==> src/hdl/cpd_pkg.sv <==
// Constants, enumerations and carriers for the core power domain state control
package cpd_pkg;
  // Power channel state encodings [RULE_11]
  localparam logic [5:0] CPD_PS_ON = 6'h08;
  localparam logic [5:0] CPD_PS_RET = 6'h05;
  localparam logic [5:0] CPD_PS_DBG = 6'h0a;
  localparam logic [5:0] CPD_PS_EMU = 6'h01;
  localparam logic [5:0] CPD_PS_OFF = 6'h00;
  localparam logic [5:0] CPD_MODE_RST = 6'h08;
  // Activity bit positions
  localparam int CPD_ACT_W = 9;
  localparam int CPD_ACT_ON = 8;
  localparam int CPD_ACT_RET = 5;
  localparam int CPD_ACT_EMU = 1;
  // Register map
  localparam logic [3:0] CPD_CTRL_ADDR = 4'h0;
  localparam logic [3:0] CPD_STAT_ADDR = 4'h4;
  localparam logic [2:0] CPD_CTRL_RST = 3'h0;
  localparam int CPD_CTRL_PD = 0;
  localparam int CPD_CTRL_SAME = 1;
  localparam int CPD_CTRL_EMU = 2;
  localparam logic [1:0] CPD_RESP_OKAY = 2'h0;
  localparam logic [1:0] CPD_RESP_SLVERR = 2'h2;

  typedef enum logic [1:0] {CPD_DOM_OFF, CPD_DOM_RET, CPD_DOM_ON} cpd_dom_e;
  typedef enum logic [1:0] {CPD_CH_IDLE, CPD_CH_FLUSH, CPD_CH_ACK, CPD_CH_DENY} cpd_ch_e;
  typedef enum logic [1:0] {CPD_RUN, CPD_WFI, CPD_DEAD} cpd_run_e;

  typedef struct packed {
    logic awvalid;
    logic [3:0] awaddr;
    logic wvalid;
    logic [31:0] wdata;
    logic [3:0] wstrb;
    logic bready;
    logic arvalid;
    logic [3:0] araddr;
    logic rready;
  } cpd_axi_req_s;

  typedef struct packed {
    logic awready;
    logic wready;
    logic bvalid;
    logic [1:0] bresp;
    logic arready;
    logic rvalid;
    logic [31:0] rdata;
    logic [1:0] rresp;
  } cpd_axi_rsp_s;

  typedef struct packed {
    logic preq;
    logic [5:0] pstate;
  } cpd_pch_in_s;

  typedef struct packed {
    logic paccept;
    logic pdeny;
    logic [CPD_ACT_W-1:0] pactive;
  } cpd_pch_out_s;

  typedef struct packed {
    logic [2:0] rq_sync;
    logic [5:0] ps_s1;
    logic [5:0] ps_s2;
    logic [5:0] ps_s3;
    logic preq_f;
    logic [5:0] pstate_f;
    cpd_ch_e ch;
    cpd_run_e run;
    logic [5:0] mode;
    logic coherent;
    logic [2:0] ctrl;
    logic aw_got;
    logic [3:0] aw_addr;
    logic w_got;
    logic [31:0] w_data;
    logic [3:0] w_strb;
    logic bvalid;
    logic [1:0] bresp;
    logic rvalid;
    logic [31:0] rdata;
    logic [1:0] rresp;
  } cpd_state_s;
endpackage : cpd_pkg

==> src/hdl/cpd_core_power.sv <==
// Core power domain state control with power channel and register slave
// Behaviour
// [RULE_01] The domain is always in exactly one of Off, Retention or On.
// [RULE_02] Debug recovery, On and emulated off give On, retention gives Retention, Off gives Off.
// [RULE_03] The controller can request a mode outside the supported set; such requests are denied here.
// [RULE_04] This core keeps its own mode, untouched by any other core.
// [RULE_05] Setting the powerdown request bit tells the controller a powerdown is wanted, acted on after a wait.
// [RULE_06] After a powerdown wait the caches are flushed and coherence left in hardware, driven by the controller.
// [RULE_07] A wait with the powerdown bit set masks every interrupt and wake event.
// [RULE_08] Such a wait never wakes; only reset restarts the core.
// [RULE_09] After reset the core enters coherence by itself.
// [RULE_10] Debug over powerdown needs the debug unit outside the core domain, else it is unavailable.
// [RULE_11] Channel states encode On 001000, retention 000101, debug recovery 001010 and Off 000000.
// [RULE_12] Activity bit 8 asks On, bit 5 retention, bit 1 emulated off; all low means Off.
// [RULE_13] In retention an incoming access stalls and raises the On activity bit until On returns.
// [RULE_14] In emulated off the controller keeps power on and applies warm reset, keeping debug state.
// [RULE_15] An Off request is acknowledged only after flush and coherence exit complete.
`timescale 1ns/1ps
module cpd_core_power
  import cpd_pkg::*;
#(
  parameter int ADDR_W = 4
) (
  // Clock and reset
  input wire logic ref_clk,
  input wire logic reset,
  // Register bus
  input wire cpd_axi_req_s axi_req,
  output cpd_axi_rsp_s axi_rsp,
  // Power channel from the controller
  input wire cpd_pch_in_s pch_in,
  output cpd_pch_out_s pch_out,
  // Core side
  input wire logic wfi_exec,
  input wire logic wake_event,
  input wire logic access_req,
  output logic access_stall,
  output logic irq_mask,
  output logic core_wake,
  output logic pd_request,
  output cpd_dom_e dom_state,
  output logic dbg_over_pd_avail,
  // Cache and coherence engine
  output logic flush_req,
  input wire logic flush_done,
  output logic coherent
);

  if (ADDR_W != 4) begin : g_chk
    $error("cpd_core_power: ADDR_W must be 4");
  end

  cpd_state_s st;
  cpd_state_s next_st;
  logic legal;
  logic wr_fire;

  function automatic cpd_dom_e dom_of(input logic [5:0] m);
    if (m == CPD_PS_RET) begin
      dom_of = CPD_DOM_RET;
    end else if (m == CPD_PS_OFF) begin
      dom_of = CPD_DOM_OFF;
    end else begin
      dom_of = CPD_DOM_ON;
    end
  endfunction : dom_of

  // Supported modes, retention only while the core waits
  always_comb begin
    legal = 1'b0;
    if (st.pstate_f == CPD_PS_ON || st.pstate_f == CPD_PS_DBG || st.pstate_f == CPD_PS_EMU) begin
      legal = 1'b1;
    end else if (st.pstate_f == CPD_PS_OFF) begin
      legal = 1'b1;
    end else if (st.pstate_f == CPD_PS_RET) begin
      legal = (st.run != CPD_RUN);
    end
  end

  always_comb begin
    next_st = st;
    wr_fire = 1'b0;
    // Three-stage synchronisers, a change counts when stages two and three agree
    next_st.rq_sync = {st.rq_sync[1:0], pch_in.preq};
    next_st.ps_s1 = pch_in.pstate;
    next_st.ps_s2 = st.ps_s1;
    next_st.ps_s3 = st.ps_s2;
    if (st.rq_sync[1] == st.rq_sync[2]) begin
      next_st.preq_f = st.rq_sync[2];
    end
    if (st.ps_s2 == st.ps_s3) begin
      next_st.pstate_f = st.ps_s3;
    end
    // Enter coherence after reset without software
    if (st.mode != CPD_PS_OFF && st.ch != CPD_CH_FLUSH && st.ch != CPD_CH_ACK) begin
      next_st.coherent = 1'b1; // [RULE_09]
    end
    // Core wait handling
    case (st.run)
      CPD_RUN: begin
        if (wfi_exec) begin
          next_st.run = st.ctrl[CPD_CTRL_PD] ? CPD_DEAD : CPD_WFI; // [RULE_05]
        end
      end
      CPD_WFI: begin
        if (wake_event) begin
          next_st.run = CPD_RUN;
        end
      end
      CPD_DEAD: begin
        next_st.run = CPD_DEAD; // [RULE_08]
      end
      default: begin
        next_st.run = CPD_RUN;
      end
    endcase
    // Power channel handshake
    case (st.ch)
      CPD_CH_IDLE: begin
        if (st.preq_f) begin
          if (!legal) begin
            next_st.ch = CPD_CH_DENY; // [RULE_03]
          end else if (st.pstate_f == CPD_PS_OFF && st.coherent) begin
            next_st.ch = CPD_CH_FLUSH; // [RULE_06]
          end else begin
            next_st.mode = st.pstate_f; // [RULE_04]
            next_st.ch = CPD_CH_ACK;
          end
        end
      end
      CPD_CH_FLUSH: begin
        if (flush_done) begin
          next_st.coherent = 1'b0; // [RULE_15]
          next_st.mode = st.pstate_f;
          next_st.ch = CPD_CH_ACK;
        end
      end
      CPD_CH_ACK, CPD_CH_DENY: begin
        if (!st.preq_f) begin
          next_st.ch = CPD_CH_IDLE;
        end
      end
      default: begin
        next_st.ch = CPD_CH_IDLE;
      end
    endcase
    // Register slave, write address and data taken in either order
    if (axi_req.awvalid && !st.aw_got && !st.bvalid) begin
      next_st.aw_got = 1'b1;
      next_st.aw_addr = axi_req.awaddr;
    end
    if (axi_req.wvalid && !st.w_got && !st.bvalid) begin
      next_st.w_got = 1'b1;
      next_st.w_data = axi_req.wdata;
      next_st.w_strb = axi_req.wstrb;
    end
    if (next_st.aw_got && next_st.w_got) begin
      wr_fire = 1'b1;
      next_st.aw_got = 1'b0;
      next_st.w_got = 1'b0;
      next_st.bvalid = 1'b1;
      next_st.bresp = CPD_RESP_OKAY;
      if ({next_st.aw_addr[3:2], 2'h0} == CPD_CTRL_ADDR) begin
        if (next_st.w_strb[0]) begin
          next_st.ctrl = next_st.w_data[2:0];
        end
      end else if ({next_st.aw_addr[3:2], 2'h0} == CPD_STAT_ADDR) begin
        next_st.bresp = CPD_RESP_OKAY;
      end else begin
        next_st.bresp = CPD_RESP_SLVERR;
      end
    end
    if (st.bvalid && axi_req.bready) begin
      next_st.bvalid = 1'b0;
    end
    if (st.rvalid && axi_req.rready) begin
      next_st.rvalid = 1'b0;
    end
    if (axi_req.arvalid && !st.rvalid) begin
      next_st.rvalid = 1'b1;
      next_st.rresp = CPD_RESP_OKAY;
      next_st.rdata = 32'h0;
      if ({axi_req.araddr[3:2], 2'h0} == CPD_CTRL_ADDR) begin
        next_st.rdata = {29'h0, st.ctrl};
      end else if ({axi_req.araddr[3:2], 2'h0} == CPD_STAT_ADDR) begin
        next_st.rdata = {20'h0, dbg_over_pd_avail, st.coherent, st.run, st.mode, dom_state};
      end else begin
        next_st.rresp = CPD_RESP_SLVERR;
      end
    end
  end

  always_ff @(posedge ref_clk) begin
    if (reset) begin
      st <= '0;
      st.ch <= CPD_CH_IDLE;
      st.run <= CPD_RUN;
      st.mode <= CPD_MODE_RST;
      st.ctrl <= CPD_CTRL_RST;
    end else begin
      st <= next_st;
    end
  end

  // Outputs
  assign axi_rsp.awready = !st.aw_got && !st.bvalid;
  assign axi_rsp.wready = !st.w_got && !st.bvalid;
  assign axi_rsp.bvalid = st.bvalid;
  assign axi_rsp.bresp = st.bresp;
  assign axi_rsp.arready = !st.rvalid;
  assign axi_rsp.rvalid = st.rvalid;
  assign axi_rsp.rdata = st.rdata;
  assign axi_rsp.rresp = st.rresp;
  assign dom_state = dom_of(st.mode); // [RULE_01] [RULE_02]
  assign pd_request = st.ctrl[CPD_CTRL_PD]; // [RULE_05]
  assign irq_mask = (st.run == CPD_DEAD); // [RULE_07]
  assign core_wake = (st.run == CPD_WFI) && wake_event; // [RULE_07]
  assign access_stall = (st.mode == CPD_PS_RET) && access_req; // [RULE_13]
  assign dbg_over_pd_avail = !st.ctrl[CPD_CTRL_SAME]; // [RULE_10]
  assign flush_req = (st.ch == CPD_CH_FLUSH); // [RULE_06]
  assign coherent = st.coherent;
  assign pch_out.paccept = (st.ch == CPD_CH_ACK);
  assign pch_out.pdeny = (st.ch == CPD_CH_DENY);
  always_comb begin
    pch_out.pactive = '0;
    pch_out.pactive[CPD_ACT_ON] = (st.run == CPD_RUN) || access_stall; // [RULE_12] [RULE_13]
    pch_out.pactive[CPD_ACT_RET] = (st.run == CPD_WFI) && !access_stall; // [RULE_12]
    pch_out.pactive[CPD_ACT_EMU] = (st.run == CPD_DEAD) && st.ctrl[CPD_CTRL_EMU]; // [RULE_12]
  end

  // Checks
  a_dom_legal: assert property (@(posedge ref_clk) disable iff (reset)
    dom_state != cpd_dom_e'(2'h3)) else $error("domain state out of range"); // [RULE_01]
  a_ret_map: assert property (@(posedge ref_clk) disable iff (reset)
    pch_out.paccept && st.mode == CPD_PS_RET |-> dom_state == CPD_DOM_RET)
    else $error("retention not mapped to Ret"); // [RULE_02]
  a_bad_deny: assert property (@(posedge ref_clk) disable iff (reset)
    st.ch == CPD_CH_IDLE && st.preq_f && !legal |=> pch_out.pdeny ##1 !pch_out.paccept)
    else $error("illegal request not denied"); // [RULE_03]
  a_pd_write: assert property (@(posedge ref_clk) disable iff (reset)
    wr_fire && {next_st.aw_addr[3:2], 2'h0} == CPD_CTRL_ADDR && next_st.w_strb[0] && next_st.w_data[0]
    |=> pd_request) else $error("powerdown request not shown"); // [RULE_05]
  a_off_flushed: assert property (@(posedge ref_clk) disable iff (reset)
    $rose(pch_out.paccept) && st.mode == CPD_PS_OFF |-> !coherent && dom_state == CPD_DOM_OFF)
    else $error("Off accepted before flush"); // [RULE_15]
  a_wfi_masked: assert property (@(posedge ref_clk) disable iff (reset)
    st.run == CPD_RUN && wfi_exec && pd_request |=> irq_mask && !core_wake)
    else $error("powerdown wait not masked"); // [RULE_07]
  a_dead_stays: assert property (@(posedge ref_clk) disable iff (reset)
    st.run == CPD_DEAD |=> st.run == CPD_DEAD [*3]) else $error("powerdown wait woke"); // [RULE_08]
  a_coh_reset: assert property (@(posedge ref_clk)
    reset ##1 !reset [*2] |-> coherent) else $error("no coherence after reset"); // [RULE_09]
  a_ret_stall: assert property (@(posedge ref_clk) disable iff (reset)
    st.mode == CPD_PS_RET && access_req |-> access_stall && pch_out.pactive[CPD_ACT_ON])
    else $error("retention access not stalled"); // [RULE_13]
  a_off_bit: assert property (@(posedge ref_clk) disable iff (reset)
    pch_out.pactive[0] == 1'b0) else $error("Off activity bit driven"); // [RULE_12]
  a_dbg_avail: assert property (@(posedge ref_clk) disable iff (reset)
    st.ctrl[CPD_CTRL_SAME] |-> !dbg_over_pd_avail) else $error("debug over powerdown wrongly offered"); // [RULE_10]
  c_off_done: cover property (@(posedge ref_clk) disable iff (reset)
    flush_req ##[1:50] pch_out.paccept);
  c_ret_entry: cover property (@(posedge ref_clk) disable iff (reset)
    pch_out.paccept && dom_state == CPD_DOM_RET);
  c_dead_wfi: cover property (@(posedge ref_clk) disable iff (reset)
    st.run == CPD_DEAD);
  c_deny: cover property (@(posedge ref_clk) disable iff (reset)
    pch_out.pdeny);
  c_emu_act: cover property (@(posedge ref_clk) disable iff (reset)
    pch_out.pactive[CPD_ACT_EMU]);

  // Domain mapping, channel, flush, activity and stall checks
  a_ret_dom: assert property (@(posedge ref_clk) disable iff (reset)
    st.mode == CPD_PS_RET |-> dom_state == CPD_DOM_RET)
    else $error("retention mode not in Ret"); // [RULE_02]
  a_off_dom: assert property (@(posedge ref_clk) disable iff (reset)
    st.mode == CPD_PS_OFF |-> dom_state == CPD_DOM_OFF)
    else $error("Off mode not in Off"); // [RULE_02]
  a_on_dom: assert property (@(posedge ref_clk) disable iff (reset)
    st.mode == CPD_PS_ON || st.mode == CPD_PS_DBG || st.mode == CPD_PS_EMU |-> dom_state == CPD_DOM_ON)
    else $error("on-type mode not in On"); // [RULE_02]
  a_ret_running: assert property (@(posedge ref_clk) disable iff (reset)
    st.ch == CPD_CH_IDLE && st.preq_f && st.pstate_f == CPD_PS_RET && st.run == CPD_RUN |=> pch_out.pdeny)
    else $error("retention granted to running core"); // [RULE_03]
  a_mode_hold: assert property (@(posedge ref_clk) disable iff (reset)
    st.ch == CPD_CH_ACK || st.ch == CPD_CH_DENY |=> $stable(st.mode))
    else $error("mode changed outside a request"); // [RULE_04]
  a_flush_hold: assert property (@(posedge ref_clk) disable iff (reset)
    flush_req && !flush_done |=> flush_req)
    else $error("flush request dropped early"); // [RULE_06]
  a_flush_exit: assert property (@(posedge ref_clk) disable iff (reset)
    flush_req && flush_done |=> pch_out.paccept && !coherent)
    else $error("flush end not accepted"); // [RULE_06]
  a_off_coh: assert property (@(posedge ref_clk) disable iff (reset)
    st.mode == CPD_PS_OFF |-> !coherent)
    else $error("coherent while Off"); // [RULE_06]
  a_flush_noack: assert property (@(posedge ref_clk) disable iff (reset)
    flush_req |-> !pch_out.paccept)
    else $error("accept during flush"); // [RULE_15]
  a_act_excl: assert property (@(posedge ref_clk) disable iff (reset)
    pch_out.pactive[CPD_ACT_RET] |-> !pch_out.pactive[CPD_ACT_ON])
    else $error("retention and On activity together"); // [RULE_12]
  a_no_stall: assert property (@(posedge ref_clk) disable iff (reset)
    !access_req |-> !access_stall)
    else $error("stall without access"); // [RULE_13]

endmodule : cpd_core_power

==> config.mk <==
export PLATFORM = sky130hd
export DESIGN_NAME = cpd_core_power
export DESIGN_NICKNAME = d
export VERILOG_FILES = /design/src/hdl/cpd_pkg.sv /design/src/hdl/cpd_core_power.sv
export SDC_FILE = /design/constraint.sdc
export NUM_CORES = 1
export LEC_CHECK = 0
export BUFFER_PORTS_ARGS = -buffer_cell sky130_fd_sc_hd__buf_2
export CORE_MARGIN = 2
export CORE_UTILIZATION = 51
export CTS_CLUSTER_SIZE = 28
export DETAILED_ROUTE_END_ITERATION = 7
export PLACE_DENSITY = 0.82
export SLEW_MARGIN = 0
export SYNTH_ARGS = -nofsm -noshare
export SYNTH_HDL_FRONTEND = slang
export SYNTH_SLANG_ARGS = --single-unit
==> constraint.sdc <==
create_clock -name ref_clk -period 4 [get_ports ref_clk]
set_input_delay 0.6 -clock ref_clk [delete_from_list [all_inputs] [get_ports ref_clk]]
set_output_delay 0.6 -clock ref_clk [all_outputs]
set_load 0.01 [all_outputs]
==> summary.md <==
| Metric | Value |
|---|---|
| Number of cells on the worst hold path | 1 |
| Standard cell core area | 5570 um^2 |
| Io pins | 123 |
| Die H | 80.2 um |
| Final net count | 419 |
| Startpoint of the worst hold path | next_st[108]$_SDFF_PP0_ |
| Count leader, synth | dfxtp_1 |
| Top cells by area in the synthesized netlist | dfxtp_1 45%, buf_4 11%, nor2b_1 6.1% |
| Static leakage power | 1.41 nW |
| Combined global-route utilization of all metal layers | 16.9% |
| Top Usage Layer GRT | met2 |
| Sequential share of the synthesized area | 44.6% |
| R2R cell count | 4 |
| YS warnings | 0 |
| Total DRC errors in the routed layout | 0 |
| Fraction of synthesis flops using an asynchronous set or reset pin | 0% |
| Dpl cell area | 3070 um^2 |
| Met2 Track Usage GR | 28.8% |
| Iter 0 DRT Violations | 131 |
| GR met1 Demand/Resource | 19.1% |
| Number of violations of the max-capacitance limit | 0 |
| DRT antenna net count | 0 |
| Actual transition at the worst max-transition pin | 0.687 ns |
| Top Family by Delay on Critical Path | simple AND/OR/NAND/NOR gates |
| WHS Endpoint | next_st[102]$_SDFF_PP0_ |
| Netlist Area Pre-Place | 2960 um^2 |
| Result of the run | finished, final reports clean |
| Gates resized, CTS repair | 0 |
| Worst Path Max Fanout | 5 |
| Horizontal extent of the die | 80.2 um |
| Hold Crit Class | reg2reg |
| Met3 track utilization from global routing | 5.73% |
| Antenna violations before repair | 0 |
| FMAX | 426 MHz |
| Buffering stage count on the worst path with inverters included | 2 |
| Final estimated routing congestion in global placement | 0.803 |
| TritonCTS Sinks | 66 |
| Startpoint type of the worst setup path | flop |
| Initial cell density of the core | 53.1% |
| Pin count of the biggest net entering global routing | 42 |
| Required arrival time at the worst endpoint | 3.40 ns |
| Vias in the first global route | 1,888 |
| Port Buffer Count | 58 |
| Slack of the worst reg-to-reg path | 2.24 ns |
| Total Negative Setup Slacks | 0 ns |
| Synth-to-Final Area Change | 11.5% |
| Power density over the cells | 441 nW/um^2 |
| Die area | 6430 um^2 |
| Buffer cell driving the clock tree root | clkbuf_8 |
| Worst max-slew margin expressed relative to the limit | 54.2% |
| Cell count after synthesis | 317 |
| Smallest setup slack after layout | 1.65 ns |
| Half-perimeter wire length after placement | 3.70 mm |
| Critical Path Slowest Stage Cell | dfxtp_1 |
| Area share of the largest cell type after synthesis | 44.6% |
| Vias | 2,165 |
| Maximum cell stage delay along the critical path | 0.32 ns |
| Critical path origin | st[89]$_SDFFE_PP0P_ |
| Commonest cells post-synth | 66 x dfxtp_1, 44 x buf_4, 33 x nor2_1, 29 x nor2b_1, 16 x a21oi_1 |
| Clock-pin slew on the worst setup and hold paths | 0.07 ns |
| Critical path cell sequence | nor4_1 > buf_4 > and3_1 > and2_1 > o21bai_1 > buf_2 |
| Post-layout minimum cycle time | 2.35 ns |
| Worst slack, placed | 2.00 ns |
| Flip-flop cell with the highest count after synthesis | dfxtp_1 |
| DR WL/cell | 12.0 um |
| Post-detailed-route via-to-cell ratio | 4.99 |
| Worst slack on hold paths | 0.428 ns |
| Cell accounting for the most synthesized area | dfxtp_1 |
| Clock latency on the worst-skew pair | 0.34 ns |
| Worst Clk Skew | 0.00668 ns |
| Launch instance of the worst register-to-register path | axi_rsp[38]$_SDFFE_PP0P_ |
| Setup repair bufs after CTS | 0 |
| Global route total overflow | 0 |
| Clock buffer count from CTS | 9 |
| Htree depth | 3 |
| Yosys cell types | 40 |
| Worst vdd rail ir drop | 0.295 mV |
| Antenna fix cells | 0 |
| Buffers from clock root to sink, at most | 2 |
| CP Capture Type | output pin |
| Start-to-end type of the worst setup path | reg2out |
| Number of max-slew violations in the final report | 0 |
| EDFF count, synth | 0 |
| Global-route wire length before repair | 8.45 mm |
| Arrival time reported for the critical path endpoint | 1.75 ns |
| Total of hold buffers inserted after clock tree synthesis | 0 |
| Share of the core filled with cells in the final layout | 59.3% |
| Endpoint of the worst register-to-register path | pd_request$_SDFFE_PP0P_ |
| Final Hold Vio Count | 0 |
| Synthesized area per cell | 9.34 um^2 |
| Total wirelength of the detailed-routed design | 5.19 mm |
| CTS tree | yes |
| Synth Register Bits | 66 |
| Final number of setup-violating endpoints | 0 |
| Unrepaired setup endpoints after global routing | no |
| Share of cells above drive strength 1 | 23.5% |
| First-pass iteration count of the detailed router | 6 |
| Cell area after layout | 3300 um^2 |
| Period Utilization, post-route | 58.7% |
| Count of standard-cell rows | 27 |
worst register-to-register path: stages (launching register included):
cell	delay, ns
dfxtp_1	0.40
nor3b_2	0.34
mux2i_1	0.45
nand4b_4	0.17
mux2_2	0.29
logic make-up after synthesis:
logic type / Yosys count / synth area share, %
muxes: 18 / 6.29
other: 1 / 0.127
AOI/OAI and AO/OA: 51 / 11.5
and+or+nand+nor: 112 / 21.9
DFF: 66 / 44.6
xor gates and xnor gates: 7 / 2.07
buffers and inverters: 62 / 13.5
placed cells by master (no fill, tap or decap), drive strengths merged, types with 2 or more instances in the layout:
cell,count
bufinv,2
dfxtp,66
o21bai,2
a211oi,2
conb,28
nor4,3
nand2b,2
nor3b,5
a21oi,16
and2,4
nor2,33
o211ai,2
mux2i,13
inv,4
xnor2,7
nor2b,29
nand2,7
nand3,7
nor3,6
mux2,5
buf,60
or2b,10
clkbuf,12
o21ai,11
clkinv,2
a22oi,11
sequential cells by signal (all words and copies together) (netlist names):
| name | count |
|---|---|
| st | 34 |
| coherent | 1 |
| pd_request | 1 |
| next_st | 14 |
| axi_rsp | 16 |
metal layers:
| layer | vias to the layer above | wire length, um |
|---|---|---|
| met5 | - | 0 |
| met4 | 0 | 61 |
| met3 | 7 | 360 |
| met2 | 82 | 2640 |
| met1 | 997 | 2140 |
| li1 | 1079 | - |
report_power, final:
group	switching, W	total [W]	internal, W	leakage, nW
clock network	0.000243	0.000629	0.000385	0.117
logic	0.0000768	0.000129	0.0000524	0.753
registers	0.0000186	0.000699	0.000681	0.539
stage by stage:
stage               total power (W)  instances
floorplan                  0.000832        344
detailed placement         0.000843        418
CTS                         0.00147        434
global placement           0.000839        418
finish                      0.00146        434
global route                0.00152        434
worst max path at each step:
stage / slack (ns) / depth (start not counted) / endpoint
detailed placement: 2.00 / 5 / pd_request$_SDFFE_PP0P_
global placement: 1.99 / 5 / st[82]$_SDFFE_PP0P_
CTS: 1.64 / 6 / pch_out[8]
global route: 1.51 / 6 / pch_out[8]
finish: 1.65 / 6 / pch_out[8]
floorplan: 1.93 / 4 / pch_out[8]
area by class of cell:
| class | instances | area [um^2] |
|---|---|---|
| clock buffers | 12 | 155 |
| clock inverters | 4 | 73.8 |
| fillers | 503 | 2270 |
| inverters | 4 | 15.0 |
| multi-input cells | 216 | 1340 |
| flip-flops and latches | 66 | 1320 |
| well taps | 72 | 90.1 |
| repair buffers | 60 | 305 |
Power figures use the tool's default switching activity.
